==> src/uiw_cfg.svh <==
/*
 Constants for the receiver quiet-line detect and wakeup block.
 Assumes it is included by the package and the design modules by bare name.
*/
`ifndef UIW_CFG_SVH
`define UIW_CFG_SVH

// Quiet length in bit times for the 8-bit and 9-bit data formats
`define UIW_QUIET_LEN_8 4'hA
`define UIW_QUIET_LEN_9 4'hB
// Width of the quiet bit-time counter
`define UIW_QCNT_W 4
// Data width held in the receive data register (8 bits plus ninth bit)
`define UIW_DATA_W 9
// Bit position of the address mark in 7-bit and 8-bit data formats
`define UIW_MARK_POS_7 6
`define UIW_MARK_POS_8 7
// Bit position of the ninth data bit
`define UIW_NINTH_POS 8
// Reset values
`define UIW_QCNT_RST 4'h0
`define UIW_DATA_RST 9'h000
// Buffer entry count
`define UIW_BUF_DEPTH 2

`endif

==> src/uiw_pkg.sv <==
/*
 Types for the receiver quiet-line detect and wakeup block.
 Assumes uiw_cfg.svh is on the include path.
*/
`include "uiw_cfg.svh"

package uiw_pkg;

   typedef enum logic [1:0] {
      UIW_AWAKE = 2'b00,
      UIW_SLEEP_QUIET = 2'b01,
      UIW_SLEEP_MARK = 2'b10
   } uiw_mode_t;

   typedef logic [`UIW_DATA_W-1:0] uiw_data_t;

endpackage

==> src/uiw_buf.sv <==
/*
 Two-entry valid/ready buffer carrying received characters toward the reader.
 Assumes a single clock, synchronous active-high reset and a clock enable.
*/
`timescale 1ns/10ps
`default_nettype none

`include "uiw_cfg.svh"

module uiw_buf
   import uiw_pkg::*;
(
   input wire logic clock_i, // System clock
   input wire logic rst_i, // Synchronous reset
   input wire logic ce_i, // Clock enable
   input wire logic in_valid_i, // Word offered
   output logic in_ready_o, // Room for a word
   input wire uiw_data_t in_data_i, // Word in
   output logic out_valid_o, // Word available
   input wire logic out_ready_i, // Reader takes word
   output uiw_data_t out_data_o // Oldest word
);

   typedef struct packed {
      uiw_data_t [`UIW_BUF_DEPTH-1:0] mem;
      logic [1:0] cnt;
   } uiw_buf_st_t;

   uiw_buf_st_t st_q;
   uiw_buf_st_t st_d;
   logic push;
   logic pop;

   always_comb begin
      st_d = st_q;
      pop = out_valid_o && out_ready_i;
      push = in_valid_i && (in_ready_o || pop);
      if (pop) begin
         st_d.mem[0] = st_q.mem[1];
      end
      if (push) begin
         // Entry at the count left after any pop
         if (pop) begin
            st_d.mem[st_q.cnt - 2'h1] = in_data_i;
         end else begin
            st_d.mem[st_q.cnt[0]] = in_data_i;
         end
      end
      st_d.cnt = st_q.cnt + {1'b0, push} - {1'b0, pop};
   end

   always_ff @(posedge clock_i) begin
      if (rst_i) begin
         st_q <= '0;
      end else if (ce_i) begin
         st_q <= st_d;
      end
   end

   assign in_ready_o = (st_q.cnt != 2'h2);
   assign out_valid_o = (st_q.cnt != 2'h0);
   assign out_data_o = st_q.mem[0];

endmodule

`default_nettype wire

==> src/uiw_rx_wake.sv <==
/*
 Quiet-line detection, receive status flags and sleep/wakeup control of an
 asynchronous serial receiver. Assumes the neighbouring sampler supplies one
 voted bit per bit time and a frame-done pulse with the shifted character,
 all synchronous to clock_i. Status and data reads arrive as one-cycle pulses.
*/
`timescale 1ns/10ps
`default_nettype none

`include "uiw_cfg.svh"

// Functional notes
// - Quiet line needs 10 contiguous one bit times, 11 in nine-bit format.
// - Short detection counts ones anywhere, including inside frames.
// - Long detection starts counting ones only after a stop bit.
// - Quiet flag sets once the line stays quiet long enough.
// - Type select chooses short or long detection.
// - With irq enable set, quiet flag raises an interrupt request.
// - Quiet flag clears on status read seeing it, then data read.
// - After clearing, quiet flag waits for a received frame before setting again.
// - Writing one to sleep bit enters wakeup mode.
// - While asleep no receiver status flag sets, except on the address frame that ends mark sleep.
// - Software may clear sleep bit; hardware clears it on wakeup.
// - Wake method: 0 quiet-line, 1 address mark.
// - Quiet-line wakeup clears sleep bit on detected quiet line.
// - Address frame has data MSB one, after seven, eight or nine data bits.
// - Address frame in mark sleep wakes, loads data, sets full flag.
// - Completed frame loads data and sets full, or overrun if full.
// - Status then data read clears full, overrun, noise, framing and parity flags; quiet flag only if the status read saw it.
module uiw_rx_wake
   import uiw_pkg::*;
(
   input wire logic clock_i, // System clock
   input wire logic rst_i, // Synchronous reset
   input wire logic ce_i, // Clock enable, freezes state when low
   input wire logic bit_tick_i, // One pulse per sampled bit time
   input wire logic bit_val_i, // Voted bit level for this bit time
   input wire logic frame_done_i, // Stop bit complete pulse
   input wire uiw_data_t frame_data_i, // Shifted character, bit 8 ninth bit
   input wire logic frame_noise_i, // Noise seen in frame
   input wire logic frame_ferr_i, // Stop bit sampled low
   input wire logic frame_perr_i, // Parity mismatch
   input wire logic nine_bit_i, // Nine-bit data format
   input wire logic seven_bit_i, // Seven-bit data format, mark in bit 6
   input wire logic quiet_type_select_i, // 0 short, 1 long detection
   input wire logic quiet_irq_enable_i, // Quiet interrupt enable
   input wire logic wake_method_i, // 0 quiet-line, 1 address mark
   input wire logic sleep_set_i, // Write one to sleep bit
   input wire logic sleep_clr_i, // Write zero to sleep bit
   input wire logic status_rd_i, // Status register read pulse
   input wire logic data_rd_i, // Data register read pulse
   output logic [`UIW_DATA_W-1:0] serial_data_reg_o, // Receive data register
   output logic rx_full_flag_o, // Receive full
   output logic quiet_flag_o, // Quiet line seen
   output logic overrun_flag_o, // Overrun
   output logic noise_flag_o, // Noise
   output logic framing_error_flag_o, // Framing error
   output logic parity_error_flag_o, // Parity error
   output logic rx_sleep_bit_o, // Receiver asleep
   output logic quiet_irq_o, // Quiet interrupt request
   output logic stream_valid_o, // Character offered on stream
   input wire logic stream_ready_i, // Stream sink takes character
   output logic [`UIW_DATA_W-1:0] stream_data_o // Stream character
);

   typedef struct packed {
      logic [`UIW_QCNT_W-1:0] qcnt;
      logic counting;
      logic quiet_armed;
      logic clr_armed;
      logic idle_seen;
      uiw_mode_t mode;
      logic [`UIW_DATA_W-1:0] rx_holding_reg;
      logic rx_full_flag;
      logic idle;
      logic ovr;
      logic nf;
      logic fe;
      logic pf;
      logic irq;
      logic sv;
      logic [`UIW_DATA_W-1:0] sdata;
   } uiw_st_t;

   uiw_st_t st_q;
   uiw_st_t st_d;
   logic [`UIW_QCNT_W-1:0] qlen;
   logic quiet_hit;
   logic is_addr;
   logic take;
   logic buf_in_ready;
   logic buf_out_valid;
   uiw_data_t buf_out_data;
   logic buf_in_valid;

   // Holds up to two delivered characters; once it is full, a data read for a stalled stream sink drops its character
   uiw_buf u_buf (
      .clock_i(clock_i),
      .rst_i(rst_i),
      .ce_i(ce_i),
      .in_valid_i(buf_in_valid),
      .in_ready_o(buf_in_ready),
      .in_data_i(st_q.rx_holding_reg),
      .out_valid_o(buf_out_valid),
      .out_ready_i(!st_q.sv || stream_ready_i),
      .out_data_o(buf_out_data)
   );

   always_comb begin
      st_d = st_q;
      qlen = nine_bit_i ? `UIW_QUIET_LEN_9 : `UIW_QUIET_LEN_8;
      if (nine_bit_i) begin
         is_addr = frame_data_i[`UIW_NINTH_POS];
      end else if (seven_bit_i) begin
         is_addr = frame_data_i[`UIW_MARK_POS_7];
      end else begin
         is_addr = frame_data_i[`UIW_MARK_POS_8];
      end
      quiet_hit = 1'b0;
      take = 1'b0;
      buf_in_valid = 1'b0;

      if (frame_done_i) begin
         st_d.counting = 1'b1;
      end
      if (bit_tick_i) begin
         if (!bit_val_i) begin
            st_d.qcnt = `UIW_QCNT_RST;
            st_d.counting = !quiet_type_select_i;
         end else if (st_q.counting || !quiet_type_select_i) begin
            if (st_q.qcnt != qlen) begin
               st_d.qcnt = st_q.qcnt + 4'h1;
            end
            quiet_hit = (st_q.qcnt + 4'h1 == qlen);
         end
      end

      if (status_rd_i) begin
         st_d.clr_armed = 1'b1;
         // only a read that saw the quiet flag may clear it
         st_d.idle_seen = st_q.idle;
      end
      if (data_rd_i && st_q.clr_armed) begin
         st_d.clr_armed = 1'b0;
         st_d.rx_full_flag = 1'b0;
         if (st_q.idle_seen) begin
            st_d.idle = 1'b0;
         end
         st_d.idle_seen = 1'b0;
         st_d.ovr = 1'b0;
         st_d.nf = 1'b0;
         st_d.fe = 1'b0;
         st_d.pf = 1'b0;
      end

      if (sleep_set_i) begin
         st_d.mode = wake_method_i ? UIW_SLEEP_MARK : UIW_SLEEP_QUIET;
      end else if (sleep_clr_i) begin
         st_d.mode = UIW_AWAKE;
      end

      case (st_q.mode)
         UIW_AWAKE: begin
            // quiet flag set wins over clear
            if (quiet_hit && st_q.quiet_armed) begin
               st_d.idle = 1'b1;
               st_d.quiet_armed = 1'b0;
            end
            take = frame_done_i;
         end
         UIW_SLEEP_QUIET: begin
            // wake on quiet line, flags inhibited
            if (quiet_hit) begin
               st_d.mode = UIW_AWAKE;
            end
         end
         UIW_SLEEP_MARK: begin
            if (frame_done_i && is_addr) begin
               st_d.mode = UIW_AWAKE;
               take = 1'b1;
            end
         end
         default: begin
            st_d.mode = UIW_AWAKE;
         end
      endcase

      if (take) begin
         if (st_q.rx_full_flag) begin
            st_d.ovr = 1'b1;
         end else begin
            st_d.rx_holding_reg = frame_data_i;
            st_d.rx_full_flag = 1'b1;
            st_d.nf = frame_noise_i;
            st_d.fe = frame_ferr_i;
            st_d.pf = frame_perr_i;
            // a received frame re-arms quiet detection
            st_d.quiet_armed = 1'b1;
         end
      end
      // New full flag is a fresh event, keep clear arm from reading stale status
      if (take && !st_q.rx_full_flag) begin
         st_d.clr_armed = 1'b0;
      end

      // Copy to stream buffer on each data read while the full flag is set and the buffer has room
      buf_in_valid = data_rd_i && st_q.rx_full_flag && buf_in_ready;
      if (!st_q.sv || stream_ready_i) begin
         st_d.sv = buf_out_valid;
         st_d.sdata = buf_out_data;
      end

      st_d.irq = quiet_irq_enable_i && st_d.idle;
   end

   always_ff @(posedge clock_i) begin
      if (rst_i) begin
         st_q <= '0;
      end else if (ce_i) begin
         st_q <= st_d;
      end
   end

   assign serial_data_reg_o = st_q.rx_holding_reg;
   assign rx_full_flag_o = st_q.rx_full_flag;
   assign quiet_flag_o = st_q.idle;
   assign overrun_flag_o = st_q.ovr;
   assign noise_flag_o = st_q.nf;
   assign framing_error_flag_o = st_q.fe;
   assign parity_error_flag_o = st_q.pf;
   assign rx_sleep_bit_o = (st_q.mode != UIW_AWAKE);
   assign quiet_irq_o = st_q.irq;
   assign stream_valid_o = st_q.sv;
   assign stream_data_o = st_q.sdata;

endmodule

`default_nettype wire

==> config.mk <==
export PLATFORM = sky130hd
export DESIGN_NAME = uiw_rx_wake
export DESIGN_NICKNAME = d
export VERILOG_FILES = /design/src/uiw_pkg.sv /design/src/uiw_buf.sv /design/src/uiw_rx_wake.sv
export VERILOG_INCLUDE_DIRS = /design/src
export SDC_FILE = /design/constraint.sdc
export NUM_CORES = 1
export LEC_CHECK = 0
export BUFFER_PORTS_ARGS = -buffer_cell sky130_fd_sc_hd__buf_4
export CAP_MARGIN = 20
export CORE_ASPECT_RATIO = 0.7
export CORE_MARGIN = 3
export CORE_UTILIZATION = 55
export CTS_CLUSTER_SIZE = 20
export DETAILED_ROUTE_END_ITERATION = 8
export PLACE_DENSITY = 0.91
export SETUP_SLACK_MARGIN = 0.3
export SKIP_CTS_REPAIR_TIMING = 1
export SYNTH_ARGS = -nofsm -noshare
export SYNTH_HDL_FRONTEND = slang
export SYNTH_SLANG_ARGS = --single-unit
==> constraint.sdc <==
create_clock -name clock_i -period 2.15 [get_ports clock_i]
set_input_delay 0.1075 -clock clock_i [delete_from_list [all_inputs] [get_ports clock_i]]
set_output_delay 0.1075 -clock clock_i [all_outputs]
set_load 0.02 [all_outputs]
[After elaboration in Yosys (flattened, before gate mapping)]
Index checks and enable logic that the tools add are counted.
Storage, ports and cells
  bits in registers: 56
  output and inout bits: 27
  word-level logic and storage cells: 108
  memory bits (read-only): 0
  bits in latches: 0
  memories: 0
  memory bits (writable): 0
Cells by class
  add/subtract/negate cells: 4
  $mul: 0
  shift-type cells: 0
  eq/ne operators: 7
  reductions and logical operators: 28
  div/mod/pow operators: 0
  bitwise operators: 1
  magnitude comparators: 4
  mux-type cells: 45
Operators with widths (number)
  bitwise mux 18 bit: 2
  two-way mux 9 bit: 4
  two-way mux 1 bit: 21
  demux 9 bit (select 1 bit): 2
  two-way mux 18 bit: 1
  two-way mux 4 bit: 4
  two-way mux 2 bit: 7
  logical AND 1 bit: 11
  AND reduction 2 bit: 4
  two-way mux 6 bit: 1
  one-hot mux 2 bit (3 select lines): 1
  nonzero test 2 bit: 3
  adder 4 x 1 -> 4 bit, second input constant: 1
  equality test 4 bit: 1
  inequality test 2 x 1 -> 1 bit, second input constant: 2
  inequality test 4 bit: 1
  AND reduction 4 bit: 1
  zero test 1 bit: 3
  logical OR 1 bit: 3
  two-way mux 3 bit: 1
  AND reduction 3 bit: 1
  nonzero test 3 bit: 1
  adder 2 x 1 -> 2 bit: 1
  equality test 2 x 1 -> 1 bit, second input constant: 1
  other kinds (11): 11

[Depth between registers and ports, before layout]
Gate-level depths: netlist of the first run.
  word-level depth: 10
  gate-level depth with buffers: 10
  mapped depth without buffers: 9

[Hierarchy]
Synthesis of the first run repeated with hierarchy kept, for this count alone.
Second synthesis, totals
  cell total of the unflattened synthesis: 349
  area total of the unflattened synthesis: 3016.6 um2
Modules (own cells, without submodules)
  uiw_rx_wake: area an instance 1823.0 um2, seq. area each 720.7 um2, cells each 221, times used 1
  uiw_buf: area an instance 1193.6 um2, seq. area each 400.4 um2, cells each 128, times used 1

[Worst setup path after synthesis of the first run]
No wires, ideal clock.
  path kind: register -> register
  start: register st_q (netlist bit stream_valid_o)
  end: register u_buf.st_q[1] (netlist bit)
  arrival: 1820 ps
  required time: 2022 ps
  slack: 203 ps
  setup time: 128 ps
  stages on the path, launching flop included: 11
  path through: dfxtp_1 nor2b_1 clkbuf_1 nor2_1 ha_1 inv_1 ha_1 xnor2_1 nor2_1 xnor2_1 nor2_1
On the way
  word-level cells in the longest chain between the ends: 7
Ends and longest elaborated chain
  start, declared: RTL line uiw_rx_wake.sv:85  | uiw_st_t st_q;
  start signal, assigned: RTL line uiw_rx_wake.sv:220  | st_q <= st_d;
  zero test 1 bit (*): RTL line uiw_rx_wake.sv:105  | .out_ready_i(!st_q.sv || stream_ready_i),
  logical OR 1 bit (*): RTL line uiw_rx_wake.sv:105
  logical AND 1 bit (*): RTL line uiw_buf.sv:36  | pop = out_valid_o && out_ready_i;
  logical OR 1 bit: RTL line uiw_buf.sv:37  | push = in_valid_i && (in_ready_o || pop);
  logical AND 1 bit: RTL line uiw_buf.sv:37
  adder 2 x 1 -> 2 bit: RTL line uiw_buf.sv:49  | st_d.cnt = st_q.cnt + {1'b0, push} - {1'b0, pop};
  subtractor 2 x 1 -> 2 bit (*): RTL line uiw_buf.sv:49
  end signal, assigned: RTL line uiw_buf.sv:56  | st_q <= st_d;
  end, declared: RTL line uiw_buf.sv:29  | uiw_buf_st_t st_q;
Mark *: on every way between the ends. The rest lies on a longest branch, timed or not.
A chain may end at the register's enable or synchronous reset.

[Worst setup path in the final report of the first run]
  start: register st_q[32] (netlist bit)
  end: register st_q[27] (netlist bit)
On the way
  word-level cells in the longest chain between the ends: 7
Ends and longest elaborated chain
  adder 4 x 1 -> 4 bit: RTL line uiw_rx_wake.sv:134  | quiet_hit = (st_q.qcnt + 4'h1 == qlen);
  equality test 4 bit: RTL line uiw_rx_wake.sv:134
  two-way mux 1 bit: RTL line uiw_rx_wake.sv:130  | end else if (st_q.counting || !quiet_type_select_i) begin
  two-way mux 1 bit: RTL line uiw_rx_wake.sv:127  | if (!bit_val_i) begin
  two-way mux 1 bit: RTL line uiw_rx_wake.sv:126  | if (bit_tick_i) begin
  two-way mux 2 bit: RTL line uiw_rx_wake.sv:173  | if (quiet_hit) begin
  one-hot mux 2 bit (3 select lines): RTL line uiw_rx_wake.sv:162  | case (st_q.mode)
Every way passes these cells.

==> key figures, run 1 <==
Outcome
  • Outcome: complete, no violations

Clock tree
  • H-tree depth: 2
  • Max clock buf depth: 2
  • Reg clk slew, reported paths: 0.09 ns
  • CTS Buf Count: 5
  • CTS tree: yes
  • CTS Root Cell: clkbuf_8
  • Clock tree sinks: 56
  • Clock latency on the worst-skew pair: 0.30 ns

Finish
  • Area grow syn2layout: 14.1%
  • Final instance area: 0.00324 sq mm
  • Area of the multi-input gates: 0.00145 sq mm
  • Share of layout cells above drive strength 1: 22.3%
  • Fill cell count: 444
  • Final-stage net count: 390
  • Sequential Area: 0.00112 sq mm
  • Antenna diodes: 0
  • Final Non-Filler Cells: 428

Worst hold path
  • WHS Endpoint: st_q[31]$_SDFFE_PP0P_
  • Worst min path class: in2reg
  • Hold path cells: 2
  • Worst hold start: quiet_type_select_i

Routing
  • First-pass DRT Iterations: 7
  • Final wirelength: 6720 um
  • Routed length per placed instance: 15.7 um
  • Initial DRC count: 201
  • Drc violations: 0
  • Vias per cell: 5.99
  • Via count: 2562
  • Antenna-violating nets left: 0

Setup path
  • Worst-path cell chain: ha_1, nand2_1, nor4_1, nor4b_2, a311oi_1
  • Reg2Reg Depth: 5
  • CP Launch Type: flip-flop
  • Worst setup path start: st_q[32]$_SDFFE_PP0P_
  • Crit path max fanout: 6
  • Setup crit end kind: flip-flop
  • Setup slack, reg-to-reg: 0.43 ns
  • CP arrival: 1.88 ns
  • Reg2reg start: st_q[32]$_SDFFE_PP0P_
  • CP required: 2.31 ns
  • Capturing point of the worst reg2reg path: st_q[27]$_SDFFE_PP0P_
  • Slowest CP cell: nor4b_2
  • Setup CP Type: reg2reg
  • Max incr delay on CP: 0.50 ns

Global route
  • GR Util met3: 4.44%
  • Total track usage: 23.1%
  • Vias in the first global route: 2391
  • Met2 GRT Util: 35.8%
  • Grt total ovfl: 0
  • First-pass GRT wire length: 11400 um
  • Met1 Track Usage GR: 33.6%
  • Initial antenna violation count: 0
  • Largest net degree at the start of global routing: 56
  • Gr busiest metal: met2

Synth
  • Area leader, netlist: dfxtp_1
  • Synthesized cell area: 0.00284 sq mm
  • Mean Syn Cell Area: 8.53 sq um
  • Ranking of synthesized cells by area: dfxtp_1 (39%), mux2i_1 (6.3%), a21oi_1 (6.2%)
  • Synth Instances: 333
  • Area share of the largest cell type after synthesis: 39.5%
  • Most used DFF post-synth: dfxtp_1
  • Net Count, Synth: 364
  • Register area share after synthesis: 39.5%
  • Yosys cell types: 52
  • Synth async-reset ratio: 0%
  • Synth Register Bits: 56
  • EDFF count, synth: 0
  • Synth warn: 0

Floorplan
  • Chip Height: 66.1 um
  • Die area: 0.00608 sq mm
  • CORE AREA: 0.00489 sq mm
  • # IOs: 55
  • Die width: 91.9 um
  • Initial core utilization: 58.1%
  • Row cnt: 21

Placement
  • Post-Place Worst Slack: 0.467 ns
  • Area after DPL: 0.00316 sq mm
  • Routability cong.: 0.891
  • DP HPWL: 4830 um
  • Placed Cells incl. Taps: 421
  • Port Buffers: 54

STA
  • Final setup margin: 0.434 ns
  • Slew Viols, Final: 0
  • Tmin final: 1.72 ns
  • Setup-failing EPs final: 0
  • Slew HR: 61.9%
  • Clock Skew: 0.00499 ns
  • Fin. Hold Viols: 0
  • RSZ-0062 raised after global routing: no
  • Minimum hold slack: 0.0225 ns
  • Period utilization: 79.8%
  • Highest clock rate: 583 MHz
  • Setup TNS: 0 ns
  • Least-Margin Pin Slew: 0.571 ns

Pwr
  • PwrDens: 794 mW/mm^2
  • Pleak: 1.28 nW
  • Worst vdd ir: 379 uV

Run
  • Max_cap viols: 0
-- stage by stage --
step / power, mW / utilization, %
after global routing: 2.73 / 66.3
after floorplan: 1.82 / -
after detailed placement: 2.05 / 64.7
after global placement: 2.02 / 64.7
after CTS: 2.58 / 66.3
final: 2.57 / 66.3
-- synth_stat cells (2+ instances only) --
library cell,instances
a32o_1,2
mux2i_1,18
a311oi_1,4
a2111oi_0,2
buf_1,4
xnor2_1,3
nor2b_1,6
o31ai_1,10
nand2b_1,4
nor3b_1,3
buf_2,4
a31o_2,2
clkbuf_1,18
nor2_1,19
dfxtp_1,56
o2111ai_1,2
o211ai_1,4
a31oi_1,4
a21oi_1,35
or3_1,10
or2_2,2
ha_1,3
a221oi_1,8
inv_1,8
buf_4,18
o21ai_0,6
a211oi_1,2
nand4_1,12
nand2_1,37
nand3_1,4
o2bb2ai_1,2
-- layout by cell type, fill, tap and decap left out, types with 3 or more instances in the layout --
cell type / netlist / routed
buf_4: 18 / 63
nor2_1: 19 / 19
a31oi_1: 4 / 4
o21ai_0: 6 / 6
a311oi_1: 4 / 4
ha_1: 3 / 3
nand4_1: 12 / 12
nand3_1: 4 / 4
dfxtp_1: 56 / 55
nor3b_1: 3 / 3
inv_1: 8 / 8
nand2_1: 37 / 37
nand2b_1: 4 / 4
o31ai_1: 10 / 10
o211ai_1: 4 / 4
or3_1: 10 / 10
nor2b_1: 6 / 6
mux2i_1: 18 / 18
xnor2_1: 3 / 3
a21oi_1: 35 / 35
a221oi_1: 8 / 8
clkbuf_8: 0 / 5
-- worst max-delay path by stage --
stage,cells after the start,end,slack [ns]
6_report,5,st_q[27]$_SDFFE_PP0P_,0.43
5_1_grt,5,st_q[30]$_SDFFE_PP0P_,0.33
4_1_cts,5,st_q[27]$_SDFFE_PP0P_,0.47
3_5_place_dp,5,st_q[27]$_SDFFE_PP0P_,0.47
3_3_place_gp,5,st_q[30]$_SDFFE_PP0P_,0.57
2_1_floorplan,10,u_buf.st_q[1]$_SDFFE_PP0P_,0.36
-- cells by family (layout without fill, tap and decap cells) --
family	Yosys count	count (layout)	share of synthesized area [%]
adder cells (fa/ha/maj)	3	3	1.32
buffers and inverters	52	78	9.42
XOR/XNOR	4	4	1.23
flip-flops	56	56	39.5
AND/OR/NAND/NOR	108	108	19.6
multiplexers	19	19	6.74
AO/OA/AOI/OAI	91	91	22.2
-- final cells by class --
cell class	count	area share, %
inverters	8	0.926
well taps	69	2.66
clock buffers	6	2.24
clock inverters	1	0.154
repair buffers	63	14.6
flip-flops and latches	56	34.6
multi-input cells	225	44.8
-- registers in the layout, summed over array words and instances, names as in the netlist --
name	count
u_buf.out_data_o	9
overrun_flag_o	1
parity_error_flag_o	1
rx_full_flag_o	1
u_buf.st_q	11
serial_data_reg_o	9
noise_flag_o	1
quiet_irq_o	1
stream_valid_o	1
quiet_flag_o	1
st_q	10
stream_data_o	9
framing_error_flag_o	1
-- critical path: cells and delay by family (launching register included) --
| family | cells | cell delay, ns |
|---|---|---|
| AOI/OAI and AO/OA | 1 | 0.19 |
| DFF | 1 | 0.37 |
| adders and majority gates | 1 | 0.32 |
| and+or+nand+nor | 3 | 0.70 |
-- metal layers --
layer	routed length, um	up-vias	part of all wire (%)
met5	0	-	0
met4	17	0	0.25
met3	539	2	8.0
met2	2960	117	44
met1	3200	1190	48
li1	-	1253	-
-- where the power goes --
| part | internal, mW | total (mW) | leakage [nW] | switching [mW] |
|---|---|---|---|---|
| Sequential | 1.15 | 1.23 | 0.455 | 0.0810 |
| Clock | 0.223 | 0.538 | 0.0410 | 0.316 |
| Combinational | 0.356 | 0.810 | 0.786 | 0.453 |
| Total | 1.72 | 2.57 | 1.28 | 0.850 |
Power figures use the tool's default switching activity.
==> run 2, diff against run 1 <==
- ABC_AREA: unset -> 1
- PLACE_DENSITY: 0.91 -> 0.92
- clock period: 2.15 -> 1.8 ns (I/O delays scaled with it)
==> run 2 against run 1 <==
Die area shrank 3.0%. Combinational power shrank 20%. Hold slack gained 0.017 ns. Wire length grew 1.9%. Sequential share of layout area shrank 0.69 points. Critical path depth grew 5. Global-route usage shrank 1.1 points. Clock-buffer cell count grew 1. Setup slack lost 0.38 ns. Synthesized cell count grew 13%. Largest cell class unchanged. First-iteration DRC count shrank 3.0%. Design area grew 2.9%. Critical endpoint is now u_buf.st_q[1]$_SDFFE_PP0P_.
==> key figures, run 2 <==
Outcome
  • Outcome: complete, no violations

Floorplan
  • # IOs: 55
  • CORE AREA: 0.00458 sq mm
  • Chip Height: 65.2 um
  • Row cnt: 20
  • Die area: 0.00590 sq mm
  • Initial core utilization: 60.1%
  • Die width: 90.5 um

Synth
  • Ranking of synthesized cells by area: dfxtp_1 (41%), nand2_1 (9.7%), a21oi_1 (7.6%)
  • Synthesized cell area: 0.00275 sq mm
  • Synth async-reset ratio: 0%
  • Net Count, Synth: 407
  • Register area share after synthesis: 40.8%
  • Most common library cells after synthesis: nand2_1 (71), dfxtp_1 (56), a21oi_1 (42), inv_1 (39), o21ai_0 (33)
  • Area share of the largest cell type after synthesis: 40.8%
  • Area leader, netlist: dfxtp_1
  • Synth Register Bits: 56
  • Most used DFF post-synth: dfxtp_1
  • Synth warn: 0
  • Yosys cell types: 29
  • Dominant cell by count in the synthesized netlist: nand2_1
  • Synth Instances: 376
  • EDFF count, synth: 0
  • Mean Syn Cell Area: 7.31 sq um

Placement
  • DP HPWL: 4650 um
  • Port Buffers: 54
  • Post-Place Worst Slack: 0.157 ns
  • Area after DPL: 0.00307 sq mm
  • Routability cong.: 0.804

Setup path
  • Slowest CP cell: dfxtp_4
  • Crit path max fanout: 3
  • Setup crit end kind: flip-flop
  • CP Launch Type: flip-flop
  • Worst-path cell chain: inv_2, nor2_4, a21oi_4, ha_4, inv_2, ha_4, a21oi_2, o21a_1, buf_4, a21oi_2
  • Setup CP Type: reg2reg
  • CP required: 2.00 ns
  • Max incr delay on CP: 0.37 ns
  • CP arrival: 1.94 ns

Finish
  • Max FFs per register: 11
  • Largest registers: u_buf.st_q x11, st_q x10
  • Area grow syn2layout: 21.3%
  • Most frequent cells in the layout: nand2_1 (69), buf_4 (66), dfxtp_1 (51)
  • Register with the most flip-flops: u_buf.st_q
  • Final-stage net count: 449
  • Commonest non-fill, non-tap cell in the layout: nand2_1
  • Final instance area: 0.00334 sq mm
  • Share of layout cells above drive strength 1: 28.9%
  • Area of the multi-input gates: 0.00131 sq mm
  • Antenna diodes: 0
  • Fill cell count: 369
  • Sequential Area: 0.00113 sq mm

Run
  • Max_cap viols: 0

Global route
  • Total track usage: 22.0%
  • Initial antenna violation count: 0
  • Largest net degree at the start of global routing: 37
  • First-pass GRT wire length: 10600 um
  • Grt total ovfl: 0
  • Vias in the first global route: 2334

STA
  • Slew Viols, Final: 0
  • Final setup margin: 0.0580 ns
  • Tmin final: 1.74 ns
  • Setup-failing EPs final: 0
  • RSZ-0062 raised after global routing: yes
  • Period utilization: 96.8%
  • Fin. Hold Viols: 0
  • Least-Margin Pin Slew: 0.315 ns
  • Clock Skew: 0.00973 ns
  • Highest clock rate: 574 MHz
  • Slew HR: 78.9%

Routing
  • Via count: 2680
  • Routed length per placed instance: 14.2 um
  • First-pass DRT Iterations: 5
  • Final wirelength: 6850 um
  • Drc violations: 0
  • Initial DRC count: 195
  • Vias per cell: 5.54
  • Antenna-violating nets left: 0

Clock tree
  • Clock tree sinks: 56
  • Clock latency on the worst-skew pair: 0.30 ns
  • H-tree depth: 2
  • CTS tree: yes
  • Max clock buf depth: 2
  • CTS Buf Count: 5
  • Reg clk slew, reported paths: 0.10 ns
  • CTS Root Cell: clkbuf_8

Pwr
  • Pleak: 1.46 nW
  • Worst vdd ir: 477 uV
  • PwrDens: 828 mW/mm^2

Worst hold path
  • Worst min path class: in2reg
-- run 2: cell count changes after synthesis, moves of 8 or more --
cell | previous run | this run
or3_1 | 10 | 0
a21oi_2 | 0 | 9
nand2_1 | 37 | 71
o31ai_1 | 10 | 1
a221oi_1 | 8 | 0
clkbuf_1 | 18 | 6
mux2i_1 | 18 | 0
o21ai_0 | 6 | 33
o21ai_1 | 0 | 16
nand3_1 | 4 | 20
inv_1 | 8 | 39
-- run 2: report_power, final --
part	internal, mW	switching (mW)	leakage, nW
registers	1.32	0.0624	0.461
logic	0.271	0.380	0.951
clock network	0.344	0.384	0.0503
-- run 2: worst paths after layout --
| check | start | end | slack (ns) | cells after the start |
|---|---|---|---|---|
| setup / recovery | stream_valid_o$_SDFFE_PP0P_ | u_buf.st_q[1]$_SDFFE_PP0P_ | 0.06 | 10 |
| hold / removal | frame_ferr_i | framing_error_flag_o$_SDFFE_PP0P_ | 0.04 | 3 |
| setup reg to reg | stream_valid_o$_SDFFE_PP0P_ | u_buf.st_q[1]$_SDFFE_PP0P_ | 0.06 | 10 |
| hold reg to reg | u_buf.out_data_o[1]$_SDFFE_PP0P_ | stream_data_o[1]$_SDFFE_PP0P_ | 0.46 | 2 |
-- run 2: routing by layer --
metal,wire [um],up-vias,global-route usage [%]
met1,2940,1213,29.5
met5,0,-,0
met3,614,15,5.49
li1,-,1309,-
met2,3150,143,36.3
met4,146,0,4.58
-- run 2: worst max-delay path: cells and delay by family, from the launching register on --
| family | cells | cell delay (ns) |
|---|---|---|
| AOI/OAI and AO/OA | 4 | 0.46 |
| adders and majority gates | 2 | 0.43 |
| buffers and inverters | 3 | 0.21 |
| DFF | 1 | 0.37 |
| and+or+nand+nor | 1 | 0.18 |
-- run 2: final cells by class --
cell class	instances	share of cell area, %
well taps	66	2.47
clock buffers	7	2.89
inverters	47	5.36
multi-input cells	240	39.3
flip-flops and latches	56	33.9
repair buffers	68	16.0
-- run 2: logic make-up (layout without fill, tap and decap cells) --
kind of cell	Yosys count	after routing	synth area share, %
DFF	56	56	40.8
buffers and inverters	80	122	14.5
adders and majority gates	3	3	1.37
AOI/OAI and AO/OA	113	113	22.7
and+or+nand+nor	124	124	20.7
-- run 2: per-stage QoR --
| stage | utilization (%) | hold slack (ns) | setup TNS, ns | power (mW) | cells |
|---|---|---|---|---|---|
| detailed placement | 67.0 | 0.360 | 0 | 1.98 | 466 |
| floorplan | - | 0.149 | 0 | 1.82 | 376 |
| CTS | 69.1 | 0.0391 | 0 | 2.68 | 473 |
| finish | 72.9 | 0.0396 | 0 | 2.76 | 484 |
| global placement | 67.0 | 0.346 | 0 | 1.95 | 466 |
| global route | 72.9 | 0.0376 | -0.0179 | 2.91 | 484 |
